File: src/dbq_pkg.sv
package dbq_pkg;

    // ------------------------------------------------------------------
    // pin map and widths
    // ------------------------------------------------------------------
    localparam int unsigned PIN_COUNT   = 3;
    localparam int unsigned PIN_HALF    = 0;  // divide-by-two clock pin
    localparam int unsigned PIN_QUINT   = 1;  // divide-by-five clock pin
    localparam int unsigned PIN_RST     = 2;  // shared counter reset pin
    localparam int unsigned QUINT_W     = 3;

    // ------------------------------------------------------------------
    // count values and reset values
    // ------------------------------------------------------------------
    localparam logic [QUINT_W-1:0] QUINT_LAST  = 3'h4;
    localparam logic [QUINT_W-1:0] QUINT_RST   = 3'h0;
    localparam logic               HALF_RST    = 1'h0;
    localparam logic               SYNC_RST    = 1'h0;

endpackage : dbq_pkg

File: src/dbq_pin_if.sv
`timescale 1ns/1ns

// synchronised pin levels and one-cycle falling-edge pulses
interface dbq_pin_if;
    import dbq_pkg::*;
    logic [PIN_COUNT-1:0] level;
    logic [PIN_COUNT-1:0] fall;

    modport sync (output level, output fall);
    modport user (input level, input fall);
endinterface : dbq_pin_if

File: src/dbq_counter.sv
`timescale 1ns/1ns

module dbq_counter
(
    input  wire logic i_mclk,
    input  wire logic i_sys_rst,
    input  wire logic i_clk_en,
    input  wire logic i_half_clk,
    input  wire logic i_quint_clk,
    input  wire logic i_stage_rst,
    output logic      o_half_stage_out,
    output logic      o_quint_bit_b,
    output logic      o_quint_bit_c,
    output logic      o_quint_bit_d
);
    import dbq_pkg::*;

    // ------------------------------------------------------------------
    // pin synchronisation
    // ------------------------------------------------------------------
    dbq_pin_if pin_bus ();

    logic [PIN_COUNT-1:0] raw_pins;

    // pin order fixed by the package indices
    always_comb
    begin
        raw_pins            = '0;
        raw_pins[PIN_HALF]  = i_half_clk;
        raw_pins[PIN_QUINT] = i_quint_clk;
        raw_pins[PIN_RST]   = i_stage_rst;
    end

    dbq_pin_sync #(
        .WIDTH     (PIN_COUNT)
    ) u_pin_sync (
        .i_mclk    (i_mclk),
        .i_sys_rst (i_sys_rst),
        .i_clk_en  (i_clk_en),
        .i_pins    (raw_pins),
        .pins      (pin_bus)
    );

    // ------------------------------------------------------------------
    // decoded stage events
    // ------------------------------------------------------------------
    logic stage_rst;
    logic half_fall;
    logic quint_fall;

    // reset is a level: sampled like any pin, so it lands two cycles late;
    // the trade is a clean single-clock design against a short clear lag
    assign stage_rst  = pin_bus.level[PIN_RST];
    assign half_fall  = pin_bus.fall[PIN_HALF];
    assign quint_fall = pin_bus.fall[PIN_QUINT];

    // ------------------------------------------------------------------
    // counting state
    // ------------------------------------------------------------------
    logic               half;
    logic [QUINT_W-1:0] quint;
    logic               next_half;
    logic [QUINT_W-1:0] next_quint;

    // wrap test is shared by the counter and its checks
    function automatic logic quint_at_last(input logic [QUINT_W-1:0] q);
        quint_at_last = (q >= QUINT_LAST);
    endfunction : quint_at_last

    // both sections step independently, so coincident edges step both at once; reset clears both at once
    always_comb
    begin
        next_half  = half;
        next_quint = quint;
        if (i_clk_en)
        begin
            if (stage_rst)
            begin
                next_half  = HALF_RST;
                next_quint = QUINT_RST;
            end
            else
            begin
                if (half_fall)
                begin
                    next_half = ~half;
                end
                if (quint_fall)
                begin
                    // 5..7 cannot be reached; treat them as last to recover
                    if (quint_at_last(quint))
                    begin
                        next_quint = QUINT_RST;
                    end
                    else
                    begin
                        next_quint = quint + 3'h1;
                    end
                end
            end
        end
    end

    always_ff @(posedge i_mclk)
    begin
        if (i_sys_rst)
        begin
            half  <= HALF_RST;
            quint <= QUINT_RST;
        end
        else
        begin
            half  <= next_half;
            quint <= next_quint;
        end
    end

    // outputs come straight from the counting flops
    assign o_half_stage_out = half;
    assign o_quint_bit_b    = quint[0];
    assign o_quint_bit_c    = quint[1];
    assign o_quint_bit_d    = quint[2];

    // ------------------------------------------------------------------
    // helper logic for checks
    // ------------------------------------------------------------------
    logic [QUINT_W-1:0] steps_since_wrap;
    logic [QUINT_W-1:0] next_steps;

    // counts five-stage advances since its last wrap or reset
    always_comb
    begin
        next_steps = steps_since_wrap;
        if (i_clk_en)
        begin
            if (stage_rst)
            begin
                next_steps = QUINT_RST;
            end
            else if (quint_fall)
            begin
                if (quint_at_last(steps_since_wrap))
                begin
                    next_steps = QUINT_RST;
                end
                else
                begin
                    next_steps = steps_since_wrap + 3'h1;
                end
            end
        end
    end

    always_ff @(posedge i_mclk)
    begin
        if (i_sys_rst)
        begin
            steps_since_wrap <= QUINT_RST;
        end
        else
        begin
            steps_since_wrap <= next_steps;
        end
    end
endmodule : dbq_counter

File: src/dbq_pin_sync.sv
`timescale 1ns/1ns

module dbq_pin_sync
#(
    parameter int unsigned WIDTH = dbq_pkg::PIN_COUNT
)
(
    input  wire logic             i_mclk,
    input  wire logic             i_sys_rst,
    input  wire logic             i_clk_en,
    input  wire logic [WIDTH-1:0] i_pins,
    dbq_pin_if.sync               pins
);
    import dbq_pkg::*;

    // ------------------------------------------------------------------
    // two-flop synchroniser plus falling-edge detector per pin
    // ------------------------------------------------------------------
    genvar g;
    generate
        for (g = 0; g < WIDTH; g++)
        begin : g_pin
            logic meta;
            logic stable;
            logic prev;
            logic next_meta;
            logic next_stable;
            logic next_prev;

            // first flop feeds only the second; edges are seen one stage later
            always_comb
            begin
                next_meta   = meta;
                next_stable = stable;
                next_prev   = prev;
                if (i_clk_en)
                begin
                    next_meta   = i_pins[g];
                    next_stable = meta;
                    next_prev   = stable;
                end
            end

            always_ff @(posedge i_mclk)
            begin
                if (i_sys_rst)
                begin
                    meta   <= SYNC_RST;
                    stable <= SYNC_RST;
                    prev   <= SYNC_RST;
                end
                else
                begin
                    meta   <= next_meta;
                    stable <= next_stable;
                    prev   <= next_prev;
                end
            end

            // high-to-low transition seen across the last two stages
            assign pins.level[g] = stable;
            assign pins.fall[g]  = prev & ~stable;
        end
    endgenerate

endmodule : dbq_pin_sync

File: config.mk
export PLATFORM = sky130hd
export DESIGN_NAME = dbq_counter
export DESIGN_NICKNAME = d
export VERILOG_FILES = /design/src/dbq_pkg.sv /design/src/dbq_pin_if.sv /design/src/dbq_counter.sv /design/src/dbq_pin_sync.sv
export SDC_FILE = /design/constraint.sdc
export NUM_CORES = 1
export LEC_CHECK = 0
export BUFFER_PORTS_ARGS = -buffer_cell sky130_fd_sc_hd__buf_4
export CELL_PAD_IN_SITES_DETAIL_PLACEMENT = 2
export CELL_PAD_IN_SITES_GLOBAL_PLACEMENT = 2
export CORE_MARGIN = 2
export CORE_UTILIZATION = 28
export CTS_BUF_LIST = sky130_fd_sc_hd__clkbuf_4 sky130_fd_sc_hd__clkbuf_8 sky130_fd_sc_hd__clkbuf_16
export CTS_CLUSTER_SIZE = 28
export DETAILED_ROUTE_END_ITERATION = 6
export PLACE_DENSITY = 0.68
export RECOVER_POWER = 100
export SLEW_MARGIN = 15
export SYNTH_ARGS = -nofsm -noshare
export SYNTH_HDL_FRONTEND = slang
export SYNTH_SLANG_ARGS = --single-unit
File: constraint.sdc
create_clock -name i_mclk -period 1.27 [get_ports i_mclk]
set_input_delay 0.0635 -clock i_mclk [delete_from_list [all_inputs] [get_ports i_mclk]]
set_output_delay 0.0635 -clock i_mclk [all_outputs]
set_load 0.05 [all_outputs]
# After elaboration in Yosys (flattened, before gate mapping)
# Cells that the tools add are included.
# classes
n_lt_le_gt_ge	1
muxes	5
n_bitwise	5
n_reduce_logical	4
add_sub_neg	1
# ops
operator	n
2-to-1 mux 3 bit	3
AND reduction 2 bit	2
nonzero test 2 bit	2
adder 3 x 1 -> 3 bit (second input constant)	1
greater-or-equal comparator 3 bit (second input constant)	1
inverter 1 bit	3
bitwise AND 1 bit	2
2-to-1 mux 1 bit	2
# totals
wordCells	26
output_inout_bits	4
regBits	12

# Longest topological paths before layout
# depth
depth_word	4
depth_mapped	5

# Modules after synthesis
# From an unflattened synthesis, not the netlist that was laid out.
# unflattened
cells_unflattened	57
area_unflattened_um2	579.3
# by_module_without_submodules
mod	cells_per_inst	instances	area_per_inst_um2
dbq_pin_sync	35	1	364.1
dbq_counter	22	1	215.2

# Least setup slack after synthesis
# Ideal clock, no wire load.
# synth_timing
path_kind	register -> register
startpoint	register quint[0]
endpoint	register quint[1]
setup_ns	0.066
t_arrival_ns	1.685
synth_period_minus_slack_ns	1.751
n_path_buf	0
required_time_ns	1.204
stages_incl_launch_ff	6
setup_slack_ns	-0.481
cell_sequence	dfxtp_1 > inv_1 > ha_1 > inv_1 > or4_4 > a21oi_2
# synth_via
elab_chain_len	4
word_cells_on_any_way	5
# synth_lines
item	line_no	source
start, declared	dbq_counter.sv:61	logic [QUINT_W-1:0] quint;
start signal, assigned	dbq_counter.sv:114	quint <= next_quint;
adder 3 x 1 -> 3 bit / greater-or-equal comparator 3 bit (equally long branches)	dbq_counter.sv:97, dbq_counter.sv:67	
2-to-1 mux 3 bit *	dbq_counter.sv:91	if (quint_at_last(quint))
2-to-1 mux 3 bit *	dbq_counter.sv:88	if (quint_fall)
2-to-1 mux 3 bit *	dbq_counter.sv:77	if (stage_rst)
# Mark *: on every way between the ends. The rest lies on a longest branch, timed or not. The select of a mux whose other input is x is not followed.
# A chain may end at the register's enable or synchronous reset.

# Worst setup path in the final report
# layout_timing
startpoint	register quint[1]
endpoint	register quint[1]
# The elaborated chain is that of the path after synthesis.

==> results_tabular.tex <==
\begin{tabular}{lr}
\hline
Metric & Value \\
\hline
\multicolumn{2}{l}{\textbf{Setup path}} \\
Category of the critical setup timing path & flip-flop to flip-flop \\
Critical path capture point type & flip-flop \\
Critical-path cell list & inv\_2 > ha\_4 > inv\_2 > or4\_4 > a21oi\_2 \\
Depth of the worst register-to-register path & 5 \\
Crit path top cell by count & sky130\_fd\_sc\_hd\_\_inv\_2 \\
Internal reg-to-reg setup slack & -0.07 ns \\
Critical register-to-register path startpoint & quint[1]\$\_SDFFE\_PP0P\_ \\
Combined buffer and inverter count along the critical path & 2 \\
Critical-path cell with the highest stage delay & sky130\_fd\_sc\_hd\_\_or4\_4 \\
Arrival time at the worst endpoint & 1.54 ns \\
Kind of start point of the critical path & flip-flop \\
CP max stage delay & 0.47 ns \\
End of the worst register-to-register path & quint[1]\$\_SDFFE\_PP0P\_ \\
Crit-path leading delay family & simple AND/OR/NAND/NOR gates \\
Worst-path fanout max & 2 \\
Required time of the critical path & 1.47 ns \\
\multicolumn{2}{l}{\textbf{Clocking}} \\
Clock tree from TritonCTS & yes \\
Clock latency of the later-clocked register in the worst-skew pair & 0.27 ns \\
Buffer depth of the longest clock path & 2 \\
CTS Hold Buffers Added & 0 \\
Clock-pin slew on the worst setup and hold paths & 0.08 ns \\
Clock buffer count from CTS & 3 \\
Clk root buf & sky130\_fd\_sc\_hd\_\_clkbuf\_4 \\
Clock Sink Count & 12 \\
Clock H-tree levels & 1 \\
\multicolumn{2}{l}{\textbf{Timing}} \\
Final Worst Setup Slack & -0.06623 ns \\
Final clock period utilization by the worst path & 1.052 \\
Slew @ Worst Pin & 0.2651 ns \\
FMAX & 748.4 MHz \\
WHS & 0.02976 ns \\
Relative slew slack & 0.8219 \\
Total count of hold-check failures in the final report & 0 \\
Worst-case clock skew & 0.003353 ns \\
Number of max-slew violations in the final report & 0 \\
Setup repair after global routing missed its margin & yes \\
Clock period minus final worst setup slack & 1.336 ns \\
Final-report setup violation count & 1 \\
\multicolumn{2}{l}{\textbf{Synth}} \\
Combinational family with the most area after synthesis & simple AND/OR/NAND/NOR gates \\
Fraction of synthesized area in multiplexers & 0.1455 \\
Largest cells by area after synthesis & sky130\_fd\_sc\_hd\_\_dfxtp\_1 44\%, sky130\_fd\_sc\_hd\_\_mux2i\_1 15\%, sky130\_fd\_sc\_hd\_\_nor2\_1 6.8\% \\
Adder-cell share of the synthesized area & 0.04545 \\
Compound-Gate Fraction of Synth Area & 0.08636 \\
Total of warnings raised by yosys & 0 \\
Asr flop ratio synth & 0 \\
Xor-xnor portion of the synthesized cell area & 0 \\
Post-synth EDFFs & 0 \\
Cell taking the most area after synthesis & sky130\_fd\_sc\_hd\_\_dfxtp\_1 \\
Share of synthesized area occupied by flip-flops and latches & 0.4364 \\
Number of storage elements in the synthesis netlist & 12 \\
Post-synth top cells & 12 x sky130\_fd\_sc\_hd\_\_dfxtp\_1, 10 x sky130\_fd\_sc\_hd\_\_nor2\_1, 8 x sky130\_fd\_sc\_hd\_\_mux2i\_1 \\
Dominant register cell in the synthesized netlist & sky130\_fd\_sc\_hd\_\_dfxtp\_1 \\
Most numerous cell in the Yosys netlist & sky130\_fd\_sc\_hd\_\_dfxtp\_1 \\
Net Count, Synth & 63 \\
Fraction of the mapped netlist area in simple logic gates & 0.2250 \\
Post-synthesis average cell area & 10.01 sq um \\
Synthesized area & 550.5 sq um \\
Cells after synthesis & 55 \\
Area share of the largest cell type after synthesis & 0.4364 \\
Distinct cell type count of the synthesized netlist & 22 \\
\multicolumn{2}{l}{\textbf{Route}} \\
Vias post-DR & 441 \\
Post-Route M1 WL & 526 microns \\
Count of nets left with antenna violations after detail routing & 0 \\
Routed wire length per instance & 12.49 microns \\
Routed wire length & 1212 microns \\
Top routing layer in use & met4 \\
Via density per instance & 4.546 \\
Routed length on met2 & 623 microns \\
DRC violations left & 0 \\
Amount of wire on met3 after detailed routing & 47 microns \\
Violation count after the first detailed-route iteration & 4 \\
Pre-Repair DR Iteration Count & 2 \\
\multicolumn{2}{l}{\textbf{Placed design}} \\
Port Buffer Count & 9 \\
Total half-perimeter wirelength after legalization and detailed placement & 874.2 microns \\
Post-placement worst setup slack & -0.07748 ns \\
Post-Place Cells & 93 \\
Last weighted congestion value of the routability-driven placer & 0.6308 \\
Post-DP Area & 670.6 sq um \\
\multicolumn{2}{l}{\textbf{Final layout}} \\
N\_diodes & 0 \\
Core Util, Final & 0.3724 \\
Proportion of layout cells with a drive suffix above 1 & 0.3857 \\
Filler-free cell count of the finished design & 97 \\
Nets@finish & 79 \\
Final instance area & 708.2 sq um \\
Area growth, synth to finish & 28.64\% \\
\multicolumn{2}{l}{\textbf{Die}} \\
Row cnt & 16 \\
Initial core utilization & 0.2895 \\
Die Footprint & 2337 sq um \\
DIE WIDTH & 48.34 microns \\
Placeable core region & 1902 sq um \\
IO Count & 10 \\
DIE HEIGHT & 48.34 microns \\
\multicolumn{2}{l}{\textbf{Job}} \\
Max capacitance violation total & 0 \\
\multicolumn{2}{l}{\textbf{Hold path}} \\
Count of cells along the worst hold path & 3 \\
Hold Path End & u\_pin\_sync.g\_pin[2].meta\$\_SDFFE\_PP0P\_ \\
HP Class & primary input to flip-flop \\
Origin of the worst min-delay path & i\_stage\_rst \\
\multicolumn{2}{l}{\textbf{Pwr}} \\
Static power due to leakage & 0.3028 nW \\
Power density cells & 1068 nW/um\^{}2 \\
Maximum resistive drop on vdd & 786.4 uV \\
\multicolumn{2}{l}{\textbf{Status}} \\
Violations in the final reports & negative setup slack \\
Outcome & complete, but fails checks \\
\multicolumn{2}{l}{\textbf{Global routing}} \\
Vias in the first global route & 455 \\
Overall global routing resource usage & 0.1224 \\
Global-route wire length before repair & 2118 microns \\
Initial antenna violation count & 0 \\
GRT overflow & 0 \\
Largest net degree at the start of global routing & 15 \\
\hline
\end{tabular}
-- through the flow --
| stage | power (mW) | setup TNS, ns |
|---|---|---|
| after floorplan | 0.4401 | -0.1680 |
| after global placement | 0.4608 | -0.05438 |
| after detailed placement | 0.4633 | -0.07748 |
| after CTS | 0.7777 | -0.07003 |
| after global routing | 0.8127 | -0.08990 |
| final | 0.7563 | -0.06623 |
-- layout make-up --
cell class	count	area (sq um)
fill	217	1194
multi-input combinational	37	289.0
sequential	12	247.7
timing repair buffer	13	83.83
clock buffer	4	36.28
tap	27	33.78
inverter	4	17.52
-- cell usage in the layout (no fill, tap or decap), types with 2 or more instances in the layout --
| cell | n |
|---|---|
| sky130_fd_sc_hd__inv_2 | 2 |
| sky130_fd_sc_hd__nand2b_1 | 3 |
| sky130_fd_sc_hd__clkbuf_4 | 3 |
| sky130_fd_sc_hd__dfxtp_4 | 2 |
| sky130_fd_sc_hd__mux2i_1 | 8 |
| sky130_fd_sc_hd__clkbuf_2 | 4 |
| sky130_fd_sc_hd__nor2_1 | 10 |
| sky130_fd_sc_hd__dfxtp_1 | 10 |
| sky130_fd_sc_hd__buf_4 | 8 |
-- worst register-to-register path: cells and delay by family (launching register included) --
| kind | cells | cell delay [ns] |
|---|---|---|
| simple gates | 1 | 0.47 |
| flops | 1 | 0.35 |
| fa+ha+maj | 1 | 0.25 |
| compound gates | 1 | 0.13 |
| buf+inv | 2 | 0.08 |
-- registers in the layout, indices dropped and copies added (netlist names) --
register and count:
quint 3, u_pin_sync.g_pin.prev 2, u_pin_sync.g_pin.stable 3, u_pin_sync.g_pin.meta 3, o_half_stage_out 1
-- kinds of logic (layout without fill, tap and decap cells) --
kind of cell / Yosys count / count (layout)
fa+ha+maj: 2 / 2
compound gates: 6 / 6
mux: 8 / 8
simple gates: 21 / 21
buf+inv: 6 / 21
flops: 12 / 12
-- report_power, final --
group          switching (mW)  total, mW  internal, mW
registers             0.00713      0.390         0.383
clock network           0.130      0.304         0.174
logic                  0.0333     0.0626        0.0294
-- timing repair --
action / 4_1_cts / 5_1_grt
endpoints found under the setup margin: 1 / 1
cloned: 0 / 0
buffers inserted: 0 / 0
pin swaps: 1 / 0
gates resized for setup: 1 / 2
-- per-layer routing --
| layer | global-route usage | vias to the layer above |
|---|---|---|
| met5 | 0 | - |
| met4 | 0.04286 | 0 |
| met3 | 0.05864 | 2 |
| met2 | 0.2083 | 6 |
| met1 | 0.1327 | 214 |
| li1 | - | 219 |
-- how the worst max path moves through the flow --
stage,from,depth (start not counted),end
finish,quint[1]$_SDFFE_PP0P_,5,quint[1]$_SDFFE_PP0P_
global route,quint[0]$_SDFFE_PP0P_,5,quint[1]$_SDFFE_PP0P_
CTS,quint[0]$_SDFFE_PP0P_,5,quint[1]$_SDFFE_PP0P_
detailed placement,quint[1]$_SDFFE_PP0P_,5,quint[1]$_SDFFE_PP0P_
global placement,quint[1]$_SDFFE_PP0P_,5,quint[1]$_SDFFE_PP0P_
floorplan,quint[1]$_SDFFE_PP0P_,5,quint[1]$_SDFFE_PP0P_
Power figures use the tool's default switching activity.
